--- src/core/tbpwm_pkg.sv ---
// Constants, bus carriers and register map of the timer-based PWM output.
// Function
// - Duty writes go to a buffer, not straight to the active duty value.
// - Buffered duty is copied to the active value only on timer-equals-period.
// - Period register is unbuffered; a write is the compare value at once.
// - Period below count: no duty latch and no timer clear until a match.
// - Timer then runs to ffh, wraps to 00h and matches at new period.
// - Duty is ten bits, split over high and low registers, two writes.
// - Match after low write only: old high part with new low part.
// - Match after high write only: new high part with old low part.
// - The second-written duty register is taken at the following match.
// - A split update with the high register written first errs by at most three quarter-cycles for one period.
// - Software selects instruction clock or external clock as timer source.
// - External timer clock is synchronised; every step on an internal edge.
// - Asynchronous external clock adds up to one instruction cycle error.
// - Synchronous external clock gives a constant error and no jitter.
// - Active duty at or above period keeps the output high all period.
package tbpwm_pkg;

    // ========================================================================
    // Register indices; byte address is four times the index.
    localparam logic [7:0] IDX_ISC = 8'h06;
    localparam logic [7:0] IDX_TMR = 8'h10;
    localparam logic [7:0] IDX_DUTY_LO = 8'h11;
    localparam logic [7:0] IDX_DUTY_HI = 8'h12;
    localparam logic [7:0] IDX_PER = 8'h14;
    localparam logic [7:0] IDX_CTL = 8'h16;
    localparam logic [11:0] ADR_ISC = {2'h0, IDX_ISC, 2'h0};
    localparam logic [11:0] ADR_TMR = {2'h0, IDX_TMR, 2'h0};
    localparam logic [11:0] ADR_DUTY_LO = {2'h0, IDX_DUTY_LO, 2'h0};
    localparam logic [11:0] ADR_DUTY_HI = {2'h0, IDX_DUTY_HI, 2'h0};
    localparam logic [11:0] ADR_PER = {2'h0, IDX_PER, 2'h0};
    localparam logic [11:0] ADR_CTL = {2'h0, IDX_CTL, 2'h0};

    // ========================================================================
    // Field positions.
    localparam int ISC_FLG_BIT = 0;
    localparam int ISC_IEN_BIT = 1;
    localparam int CTL_ON_BIT = 0;
    localparam int CTL_EXT_BIT = 1;
    localparam int CTL_EN_BIT = 2;
    localparam int DUTY_LO_LSB_POS = 6;

    // ========================================================================
    // Values after reset.
    localparam logic [7:0] RST_TMR = 8'h00;
    localparam logic [7:0] RST_PER = 8'hff;
    localparam logic [7:0] RST_DUTY = 8'h00;
    localparam logic [2:0] RST_CTL = 3'h0;

    // ========================================================================
    // Timing: one instruction cycle is four quarter-cycles of pclk.
    localparam int CLK_NS = 10;
    localparam int INSTR_CY_NS = 40;
    localparam int Q_PER_CY = INSTR_CY_NS / CLK_NS;
    localparam logic [1:0] QPH_LAST = 2'(Q_PER_CY - 1);

    // ========================================================================
    // APB carriers.
    typedef struct packed {
        logic psel;
        logic penable;
        logic pwrite;
        logic [11:0] paddr;
        logic [31:0] pwdata;
    } tbpwm_apb_req_s;

    typedef struct packed {
        logic [31:0] prdata;
        logic pready;
        logic pslverr;
    } tbpwm_apb_rsp_s;

endpackage : tbpwm_pkg

--- src/core/tbpwm_core.sv ---
// Timer-based PWM generator with double-buffered duty and APB registers.
//
// Register access over APB was decided locally.
module tbpwm_core (
    input wire logic pclk,
    input wire logic presetn,
    input wire logic ce,
    input wire tbpwm_pkg::tbpwm_apb_req_s apb_req,
    output tbpwm_pkg::tbpwm_apb_rsp_s apb_rsp,
    input wire logic ext_clk,
    output logic pwm_out,
    output logic tmr_irq
);
    import tbpwm_pkg::*;

    typedef struct packed {
        logic [7:0] tmr;
        logic [1:0] qph;
        logic [7:0] per;
        logic [7:0] duty_lo;
        logic [7:0] duty_hi;
        logic [9:0] act;
        logic [2:0] ctl;
        logic flg;
        logic ien;
        logic pwm;
        logic irq;
        tbpwm_apb_rsp_s rsp;
    } tbpwm_core_s;

    tbpwm_core_s st_ff;
    tbpwm_core_s nxt_st;

    logic ext_rise;
    logic setup;
    logic wr;
    logic hit;
    logic tick;
    logic match;
    logic full_duty;
    logic [9:0] fine;
    logic [31:0] rd;

    // ========================================================================
    // External clock synchroniser.
    tbpwm_sync u_sync (
        .pclk(pclk),
        .presetn(presetn),
        .ce(ce),
        .ext_clk(ext_clk),
        .ext_rise(ext_rise)
    );

    // ========================================================================
    // Bus decode. The answer is registered, so every access has exactly one
    // access-phase cycle; this keeps all bus outputs on flip-flops.
    assign setup = apb_req.psel && !apb_req.penable;
    assign wr = apb_req.psel && apb_req.penable && apb_req.pwrite
        && st_ff.rsp.pready;

    always_comb
    begin
        hit = 1'b1;
        rd = 32'h0;
        case (apb_req.paddr)
            ADR_ISC:
            begin
                rd[ISC_FLG_BIT] = st_ff.flg;
                rd[ISC_IEN_BIT] = st_ff.ien;
            end
            ADR_TMR: rd[7:0] = st_ff.tmr;
            ADR_DUTY_LO: rd[7:0] = st_ff.duty_lo;
            ADR_DUTY_HI: rd[7:0] = st_ff.duty_hi;
            ADR_PER: rd[7:0] = st_ff.per;
            ADR_CTL: rd[2:0] = st_ff.ctl;
            default: hit = 1'b0;
        endcase
    end

    // ========================================================================
    // Timebase. The internal source steps once per instruction cycle; the
    // external one steps on a synchronised edge, which can land anywhere in
    // the instruction cycle; the phase restarts there, so a synchronous source sees no jitter.
    assign tick = st_ff.ctl[CTL_ON_BIT] && (st_ff.ctl[CTL_EXT_BIT]
        ? ext_rise : (st_ff.qph == QPH_LAST));
    // Only equality matches, so a count above the period runs on.
    assign match = tick && (st_ff.tmr == st_ff.per);
    assign fine = {st_ff.tmr, st_ff.qph};
    assign full_duty = st_ff.act[9:2] >= st_ff.per;

    always_comb
    begin
        nxt_st = st_ff;
        if (ce)
        begin
            // Bus answer.
            nxt_st.rsp.pready = setup;
            nxt_st.rsp.pslverr = setup && !hit;
            nxt_st.rsp.prdata = (setup && !apb_req.pwrite) ? rd : 32'h0;

            // Quarter-cycle phase restarts on every timer step.
            if (tick)
            begin
                nxt_st.qph = 2'h0;
            end
            else if (st_ff.qph != QPH_LAST)
            begin
                nxt_st.qph = 2'(st_ff.qph + 2'h1);
            end

            // Timer: clear on match, otherwise count and wrap at ffh.
            if (match)
            begin
                nxt_st.tmr = 8'h00;
            end
            else if (tick)
            begin
                nxt_st.tmr = 8'(st_ff.tmr + 8'h01);
            end

            // Active duty is loaded from the buffers only here; a half-done
            // two-write update is taken as it stands and the rest follows at
            // the next match.
            if (match)
            begin
                nxt_st.act = {st_ff.duty_hi,
                    st_ff.duty_lo[DUTY_LO_LSB_POS+1:DUTY_LO_LSB_POS]};
                // Mixed old and new halves.
            end

            // Output.
            if (!st_ff.ctl[CTL_EN_BIT])
            begin
                nxt_st.pwm = 1'b0;
            end
            else if (match)
            begin
                nxt_st.pwm = 1'b1;
            end
            else if (fine == st_ff.act && !full_duty)
            begin
                nxt_st.pwm = 1'b0;
            end

            // Register writes; a timer write wins over the count.
            if (wr)
            begin
                case (apb_req.paddr)
                    ADR_ISC:
                    begin
                        nxt_st.ien = apb_req.pwdata[ISC_IEN_BIT];
                        if (apb_req.pwdata[ISC_FLG_BIT])
                        begin
                            nxt_st.flg = 1'b0;
                        end
                    end
                    ADR_TMR: nxt_st.tmr = apb_req.pwdata[7:0];
                    ADR_DUTY_LO: nxt_st.duty_lo = apb_req.pwdata[7:0];
                    ADR_DUTY_HI: nxt_st.duty_hi = apb_req.pwdata[7:0];
                    ADR_PER: nxt_st.per = apb_req.pwdata[7:0];
                    ADR_CTL: nxt_st.ctl = apb_req.pwdata[2:0];
                    default:
                    begin
                    end
                endcase
            end

            // Match flag: the set wins over a clear in the same cycle.
            if (match)
            begin
                nxt_st.flg = 1'b1;
            end
            nxt_st.irq = nxt_st.flg && nxt_st.ien;
        end
    end

    always_ff @(posedge pclk or negedge presetn)
    begin
        if (!presetn)
        begin
            st_ff <= '0;
            st_ff.tmr <= RST_TMR;
            st_ff.per <= RST_PER;
            st_ff.duty_lo <= RST_DUTY;
            st_ff.duty_hi <= RST_DUTY;
            st_ff.ctl <= RST_CTL;
        end
        else
        begin
            st_ff <= nxt_st;
        end
    end

    assign apb_rsp = st_ff.rsp;
    assign pwm_out = st_ff.pwm;
    assign tmr_irq = st_ff.irq;

    // ========================================================================
    // Assertions.
    logic wr_tmr;
    logic wr_ctl;
    assign wr_tmr = wr && (apb_req.paddr == ADR_TMR);
    assign wr_ctl = wr && (apb_req.paddr == ADR_CTL);
endmodule : tbpwm_core

--- src/core/tbpwm_sync.sv ---
// Synchroniser and rising-edge detector for the external timer clock.
module tbpwm_sync (
    input wire logic pclk,
    input wire logic presetn,
    input wire logic ce,
    input wire logic ext_clk,
    output logic ext_rise
);
    import tbpwm_pkg::*;

    typedef struct packed {
        logic s1;
        logic s2;
        logic s3;
    } tbpwm_sync_s;

    tbpwm_sync_s st_ff;
    tbpwm_sync_s nxt_st;

    // ========================================================================
    // Only the second stage reads the first; the edge uses stages two and
    // three, so the latency is fixed and a synchronous source sees no jitter.
    always_comb
    begin
        nxt_st = st_ff;
        if (ce)
        begin
            nxt_st.s1 = ext_clk;
            nxt_st.s2 = st_ff.s1;
            nxt_st.s3 = st_ff.s2;
        end
    end

    always_ff @(posedge pclk or negedge presetn)
    begin
        if (!presetn)
        begin
            st_ff <= '0;
        end
        else
        begin
            st_ff <= nxt_st;
        end
    end

    assign ext_rise = st_ff.s2 && !st_ff.s3;

endmodule : tbpwm_sync
--- config.mk ---
export PLATFORM = sky130hd
export DESIGN_NAME = tbpwm_core
export DESIGN_NICKNAME = d
export VERILOG_FILES = /design/src/core/tbpwm_pkg.sv /design/src/core/tbpwm_core.sv /design/src/core/tbpwm_sync.sv
export SDC_FILE = /design/constraint.sdc
export NUM_CORES = 1
export LEC_CHECK = 0
export ABC_AREA = 1
export BUFFER_PORTS_ARGS = -buffer_cell sky130_fd_sc_hd__buf_4
export CAP_MARGIN = 20
export CORE_UTILIZATION = 60
export CTS_BUF_LIST = sky130_fd_sc_hd__clkbuf_8
export CTS_CLUSTER_SIZE = 25
export DETAILED_ROUTE_END_ITERATION = 12
export PLACE_DENSITY = 0.92
export REMOVE_ABC_BUFFERS = 1
export SYNTH_ARGS = -nofsm -noshare
export SYNTH_HDL_FRONTEND = slang
export SYNTH_SLANG_ARGS = --single-unit
--- constraint.sdc ---
create_clock -name pclk -period 2.8 [get_ports pclk]
set_clock_uncertainty 0.15 [all_clocks]
set_input_delay 0.56 -clock pclk [delete_from_list [all_inputs] [get_ports pclk]]
set_output_delay 0.56 -clock pclk [all_outputs]
set_load 0.005 [all_outputs]
* After elaboration in Yosys (flattened, before gate mapping) *
Cells that the tools add are included.

storage, ports and cells
  output and inout bits = 36
  input bits = 51
  logic and storage cells = 80
  bits in registers = 88

operators by class
  reductions and logical operators = 25
  eq/ne operators = 13
  add/subtract/negate cells = 2
  mux-type cells = 22
  $lt $le $gt $ge = 1

operators by type and width
  cell                                             count
  == test 12 x 7 -> 1 bit (second input constant)  5
  two-way mux 8 bit                                5
  one-hot mux 5 bit (4 select lines)               1
  == test 12 x 5 -> 1 bit (second input constant)  1
  one-hot mux 2 bit (6 select lines)               1
  AND reduction 3 bit                              4
  logical AND 1 bit                                11
  == test 10 bit                                   1
  two-way mux 5 bit                                2
  adder 8 x 1 -> 8 bit (second input constant)     1
  == test 8 bit                                    1
  >= comparator 8 bit                              1
  two-way mux 1 bit                                8
  two-way mux 2 bit                                3
  AND reduction 2 bit                              3
  OR reduction 6 bit                               1
  logical NOT 1 bit                                5
  one-hot mux 1 bit (5 select lines)               1
  != test 2 x 1 -> 1 bit (second input constant)   2
  two-way mux 3 bit                                1
  != test 3 x 1 -> 1 bit (second input constant)   1
  adder 2 x 1 -> 2 bit (second input constant)     1
  == test 2 bit (second input constant)            1
  != test 2 bit (second input constant)            1
  nonzero test 2 bit                               1

* Logic depth before layout (Yosys ltp) *
Gate-level depths: netlist (run 1).

  depth after elaboration = 8
  depth in mapped cells = 13
  mapped depth without buffers = 13

* By module *
Synthesis (run 1) repeated with hierarchy kept, for this count alone.

unflattened totals
  cells, all modules = 580
  area total of the unflattened synthesis = 4,335.4 um2

modules (own cells, without submodules)
  module      area each (um2)  sequential area each (um2)  cells an instance  times used
  tbpwm_core  4,215.3          1,536.5                     565                1
  tbpwm_sync  120.1            75.1                        15                 1

* Least setup slack after synthesis (run 1) *
No wires, ideal clock.

  path kind = input to register
  start point = input port apb_req[38] in the netlist's numbering
  end point = register st_ff[58] in the netlist's numbering
  library setup time = 0.118 ns
  setup slack = 1.019 ns
  arrival = 1.513 ns
  cell stages on the path = 10
  path buffers = 1
  required time = 2.532 ns
  cells stage by stage = inv_1 > nor2_4 > nand2_1 > nor2_2 > nand2_1 > inv_2 > nand2_2 > buf_6 > nand2_1 > o21ai_2

on the way
  cells in the longest elaborated chain, start to end = 2

RTL lines
  item                           line               RTL
  start: declaration             tbpwm_core.sv:8    input wire tbpwm_pkg::tbpwm_apb_req_s apb_req,
  == test 12 x 7 -> 1 bit        tbpwm_core.sv:148  case (apb_req.paddr)
  AND reduction 3 bit (no line)  n/a
  end signal: assignment         tbpwm_core.sv:190  st_ff <= nxt_st;
  end: declaration               tbpwm_core.sv:31   tbpwm_core_s st_ff;

No other way between the ends.
A chain may end at the register's enable or synchronous reset.

* Worst setup path in the final report (run 1) *
  start point = register st_ff, in the netlist fine[0]
  end point = register st_ff, in the netlist fine[9]

on the way
  cells in the longest elaborated chain, start to end = 7
  elaborated cells between the ends (all ways) = 8
  those cells by class = eq/ne: 1; mux: 5; reduce/logical: 2

RTL lines
  item                                                    line                                 RTL
  == test 2 bit (*)                                       tbpwm_core.sv:85                     ? ext_rise : (st_ff.qph == QPH_LAST));
  two-way mux 1 bit (*)                                   tbpwm_core.sv:85
  logical AND 1 bit (*)                                   tbpwm_core.sv:84                     assign tick = st_ff.ctl[CTL_ON_BIT] && (st_ff.ctl[CTL_EXT_BIT]
  two-way mux 8 bit or logical AND 1 bit (tied branches)  tbpwm_core.sv:116, tbpwm_core.sv:87
  two-way mux 8 bit (*)                                   tbpwm_core.sv:112                    if (match)
  two-way mux 8 bit                                       tbpwm_core.sv:148
  two-way mux 8 bit (*)                                   tbpwm_core.sv:146                    if (wr)

Mark *: on every way between the ends. The rest lies on a longest branch, timed or not.

==> flow_summary_export.csv, run 1 <==
group,metric,value,unit
run,maxCapViolCount,0,
synthesis,synth_enable_flop_cells,0,
sta,fin_crit_sh,0.7627,
synthesis,syn_inst,592,
clock_network,clk-insertion-delay-late,0.35,ns
floorplanning,die_h,85.92,um
sta,slew_headroom,0.4738,
clock_network,ctsResizeCount,0,
floorplanning,die_area,7381,um2
sta,hold_viol,0,
synthesis,synth.largest_area_cell,"dfrtp_1",
synthesis,ys.warnings.count,0,
worst_setup_path,cp-end-kind,"flop",
sta,whs,0.1260,ns
cells_and_area,final_common_cell,"nand2_1",
synthesis,synth_area,4225,um2
sta,grt_setup_unrepaired,"no",
cells_and_area,final_cell_mix,"209 x nand2_1, 67 x inv_1, 56 x dfrtp_1",
global_route,grt_overflow,0,
drt,num_vias,3784,
floorplanning,initial_core_util,0.6219,
clock_network,cts_root_buf,"clkbuf_8",
worst_hold_path,hold_class,"in -> async",
worst_setup_path,critPathMaxFanout,11,
global_route,grt_pass1_wl,16680,um
drt,post_drt_wl_per_cell,13.82,um
synthesis,ys_seq_area_frac,0.3814,
clock_network,htree_levels,3,
floorplanning,fp.dieW,85.92,um
clock_network,cts_buffer_depth,2,
cells_and_area,diodes,0,
placed_design,hpwl,7211,um
cells_and_area,fin_cells,717,
pwr,leakage,2.485,nW
floorplanning,core.rowCount,30,
sta,tns,0,ns
pwr,p_total,2.419,mW
worst_setup_path,worst-setup-path-type,"reg -> reg",
drt,drt_iter0_drc,324,
floorplanning,core,6794,um2
sta,setup_viol,0,
clock_network,cts_made_buffers,9,
drt,viasPerCell,5.278,
cells_and_area,area_delta_synth_final,8.617,%
floorplanning,io_pins,87,
synthesis,synthArstFlopShare,1.000,
pwr,p_per_area,527.1,nW/um2
sta,fin_crit,2.136,ns
synthesis,yosysUniqueCellTypes,37,
drt,dr.pass1.iters,5,
placed_design,dp_cells,701,
cells_and_area,nNetsFinal,677,
drt,routed_wl,9907,um
clock_network,cts_hold_buf,0,
synthesis,synth_area_per_cell,7.137,um2
global_route,grt_max_degree,65,
run_status,status,"completed",
sta,slew_violations,0,
global_route,track_usage,0.2922,
clock_network,cts_tree,"built",
synthesis,synth-main-ff-cell,"dfrtp_1",
synthesis,synth_seq_cells,64,
worst_setup_path,critPathArrivalTime,2.22,ns
synthesis,yosys.area.top_type_share,0.3317,
clock_network,post_cts_buffers,0,
clock_network,cts.sinks,64,
worst_setup_path,start_kind,"flop",
placed_design,portBuffers,38,
pwr,peakVddDrop,348.1,uV
sta,worst_pin_slew,0.7893,ns
cells_and_area,drive_gt1_frac,0.1691,
global_route,grt_pass1_vias,3581,
placed_design,gp_congestion,0.9694,
cells_and_area,fin_util,0.6755,
worst_setup_path,worst_ep_required_time,2.89,ns
sta,max_freq,468.2,MHz
drt,ant_nets,0,
synthesis,yosys-top-cells-area,"dfrtp_1 33%, nand2_1 19%, buf_4 6.8%, inv_1 6.0%, dfstp_2 5.0%",
drt,drcViolationCount,0,
global_route,antenna_found_initial,0,
worst_setup_path,reg2reg_slack,0.66,ns
clock_network,clk_pin_slew_worst_paths,0.07,ns
-- logic make-up after synthesis --
logic type	share of synthesized area
AND/OR/NAND/NOR	0.3157
buffers and inverters	0.1602
AO/OA/AOI/OAI	0.09565
flip-flops	0.3814
adder cells (fa/ha/maj)	0.02961
XOR/XNOR	0.01658
other	0.0008875
-- flip-flops by register name, summed over array words and instances (netlist names) --
register      cells
tmr_irq           1
u_sync.st_ff      3
st_ff            39
apb_rsp          10
pwm_out           1
fine             10
-- worst max-delay path, cell delays in order (launching register included) --
cell	delay (ns)
dfrtp_1	0.43
ha_1	0.22
o21ai_2	0.08
nor2_2	0.44
nand2_1	0.10
nor2_1	0.22
inv_1	0.18
nand3_1	0.13
a21oi_1	0.07
-- where the power goes --
| group | total, mW | internal [mW] | switching, mW |
|---|---|---|---|
| combinational | 0.382 | 0.150 | 0.232 |
| clock | 0.981 | 0.592 | 0.389 |
| sequential | 1.06 | 0.975 | 0.0817 |
-- routing by layer --
metal	global-route usage	routed length (um)	part of all wire	vias up
li1	-	-	-	1826
met1	0.3815	4242	0.43	1778
met2	0.4769	4770	0.48	154
met3	0.06833	681	0.069	26
met4	0.1045	212	0.021	0
met5	0	0	0	-
-- synth_stat cells (7+ instances only) --
cell type  count
nand2_1      209
inv_1         67
dfrtp_1       56
buf_4         38
nor2_1        38
o21ai_0       38
nand3_1       27
a21oi_1       11
inv_2         11
nand4_1       11
ha_1          10
o21ai_1       10
o21ai_2        9
dfstp_2        8
nor2_2         7
-- final timing paths --
path	startpoint	to	cells after the start
min in group pclk	ext_clk	u_sync.st_ff[2]	3
max reg2reg	fine[0]	fine[9]	8
min reg2reg	u_sync.st_ff[2]	u_sync.st_ff[2]	2
max	fine[0]	fine[9]	8
min	presetn	fine[8]	1
max in group asynchronous	presetn	fine[3]	1
-- final cells by class --
cell class	instances	area, um2
well taps	96	120.1
flip-flops and latches	64	1612
multi-input cells	423	2023
clock buffers	9	123.9
inverters	79	297.8
repair buffers	39	292.8
fillers	543	2205
clock inverters	7	120.1
-- metrics by stage --
step	setup slack, ns	instance area, um2
2_1_floorplan	1.013	3933
3_3_place_gp	0.6677	4345
3_5_place_dp	0.6413	4345
4_1_cts	0.6829	4589
5_1_grt	0.5208	4589
6_report	0.6643	4589
Note: power is estimated with default switching activity, not from simulation.
==> run 2: changes to the inputs <==
- CORE_UTILIZATION: 60 -> 52
- PLACE_DENSITY: 0.92 -> 0.85
- clock period: 2.8 -> 1.75 ns (I/O delays scaled with it)
==> run 2 against run 1 <==
  * The flow now finishes with violations (setup timing)
  * Critical path depth increased by 2
  * Design area increased by 16%
  * Highest routed layer unchanged
  * Worst setup slack got worse by 0.77 ns
  * Via count increased by 14%
  * Non-clock buffer count increased by 62
  * Sequential cell count unchanged
  * Total power increased by 70%
  * Largest power group unchanged
  * Clock power increased by 52%
  * Sequential power increased by 57%
  * Sequential share of layout area decreased by 4.8 points
  * Maximum frequency increased by 15%
  * Die area increased by 15%
==> flow_summary_export.csv, run 2 (synthesized netlist as in run 1, its figures left out) <==
group,metric,value,unit
clock_network,clk_pin_slew_worst_paths,0.08,ns
drt,drt_iter0_drc,445,
cells_and_area,top_register,"st_ff",
drt,post_drt_wl_per_cell,15.65,um
global_route,grt_max_degree,45,
run,maxCapViolCount,0,
floorplanning,io_pins,87,
sta,fin_crit_sh,1.060,
worst_setup_path,critPathArrivalTime,2.00,ns
pwr,switching_share,0.3146,
worst_setup_path,cp-end-kind,"flop",
pwr,leakage,2.862,nW
sta,max_freq,539.3,MHz
worst_setup_path,start_kind,"flop",
worst_setup_path,worst-setup-path-type,"reg -> reg",
drt,drcViolationCount,0,
cells_and_area,drive_gt1_frac,0.3114,
drt,ant_nets,0,
sta,slew_violations,0,
clock_network,clk-insertion-delay-late,0.36,ns
placed_design,gp_congestion,0.9051,
global_route,grt_overflow,0,
floorplanning,initial_core_util,0.5412,
clock_network,cts.sinks,64,
global_route,grt_pass1_vias,4102,
clock_network,htree_levels,3,
sta,tns,-0.9100,ns
worst_setup_path,critPathMaxFanout,8,
sta,fin_crit,1.854,ns
sta,hold_viol,0,
clock_network,cts_root_buf,"clkbuf_8",
cells_and_area,final_common_cell,"nand2_1",
drt,num_vias,4302,
global_route,antenna_found_initial,0,
worst_setup_path,worst_ep_required_time,1.90,ns
run_status,violations,"setup timing",
sta,setup_ws,-0.1043,ns
cells_and_area,final_cell_mix,"194 x nand2_1, 94 x buf_4, 61 x inv_1",
clock_network,cts_made_buffers,9,
pwr,p_sw,1.295,mW
pwr,seqPwrFrac,0.402,
sta,grt_setup_unrepaired,"yes",
pwr,p_per_area,774.3,nW/um2
pwr,comb_power_share,0.235,
pwr,peakVddDrop,595.3,uV
cells_and_area,fillCellCount,578,
cells_and_area,fin_area,5316,um2
floorplanning,fp.dieW,92.14,um
floorplanning,core.rowCount,32,
drt,viasPerCell,5.473,
worst_hold_path,hold_class,"in -> reg",
cells_and_area,nNetsFinal,740,
cells_and_area,area_delta_synth_final,25.82,%
clock_network,cts_buffer_depth,2,
run_status,status,"finished, violations left",
floorplanning,core,7807,um2
cells_and_area,largest_reg_flops,39,
placed_design,dpl_cell_area,4796,um2
global_route,track_usage,0.2865,
pwr,intPower,2.822,mW
pwr,clockPowerShare,0.362,
floorplanning,die_area,8490,um2
placed_design,portBuffers,38,
placed_design,hpwl,8295,um
sta,setup_viol,13,
drt,dr.pass1.iters,6,
drt,routed_wl,12300,um
floorplanning,die_h,92.14,um
clock_network,cts_tree,"built",
global_route,grt_pass1_wl,18760,um
placed_design,dp_slack,-0.1109,ns
cells_and_area,diodes,0,
## run 2: changes by cell type in the layout (fill, tap and decap cells not counted), moves of 5 or more
cell     previous run  this run
buf_4              39        94
inv_1              67        61
nand2_2             4        16
o21ai_0            38        29
ha_4                0         5
inv_2              11        16
a21oi_1            11         6
nor2_1             38        33
ha_1               10         4
a21oi_2             1         6
nand2_1           209       194
## run 2: layout make-up
cell class | count | area (um2) | share of cell area
clock buffers | 10 | 137.6 | 0.02589
clock inverters | 6 | 91.34 | 0.01718
inverters | 79 | 300.3 | 0.05648
multi-input cells | 424 | 2245 | 0.4222
flip-flops and latches | 64 | 1612 | 0.3031
well taps | 102 | 127.6 | 0.02401
repair buffers | 101 | 803.3 | 0.1511
## run 2: what timing repair did
action	CTS	global route
endpoints found under the setup margin	13	22
resized for setup	13	53
hold endpoints to repair	20	0
cloned	1	1
setup buffers	3	3
pin swaps	15	34
hold buffers	1	0
## run 2: worst max-delay path, stage by stage, from the launching register on
cell     delay, ns
dfstp_2       0.56
inv_4         0.05
nand2_2       0.06
nand2_1       0.09
nor2_2        0.13
nand2_2       0.08
nor2_4        0.12
nand2_4       0.12
nor2_4        0.26
nand2_1       0.09
o21ai_1       0.07
## run 2: per-layer routing
layer	global-route usage	vias to the layer above	routed length, um
met5	0	-	0
met4	0.1654	0	550
met3	0.05141	63	904
met2	0.4782	254	5951
met1	0.3466	2021	4896
li1	-	1964	-
## run 2: metrics by stage
| stage | total power [mW] | util | cells | hold slack (ns) |
|---|---|---|---|---|
| finish | 4.117 | 0.6809 | 786 | 0.03625 |
| global route | 4.287 | 0.6809 | 786 | 0.04288 |
| CTS | 3.981 | 0.6558 | 782 | 0.03420 |
| detailed placement | 2.471 | 0.6143 | 761 | 0.1067 |
| global placement | 2.421 | 0.6143 | 761 | 0.1040 |
| floorplan | 2.085 | - | 566 | -0.09559 |
## run 2: worst paths after layout
path	startpoint	endpoint	slack (ns)	depth (start not counted)
min in group asynchronous	presetn	fine[7]	0.26	2
min reg2reg	pwm_out	pwm_out	0.33	2
min	ext_clk	u_sync.st_ff[2]	0.04	3
max	st_ff[73]	st_ff[47]	-0.10	10
max reg2reg	st_ff[73]	st_ff[47]	-0.10	10
max in group asynchronous	presetn	st_ff[70]	0.60	3
## run 2: power groups by stage
stage	combinational (mW)	clock (mW)	sequential, mW
finish	0.969	1.49	1.66
global route	1.05	1.58	1.66
CTS	0.842	1.50	1.63
detailed placement	0.805	0	1.67
global placement	0.761	0	1.66
floorplan	0.414	0	1.67
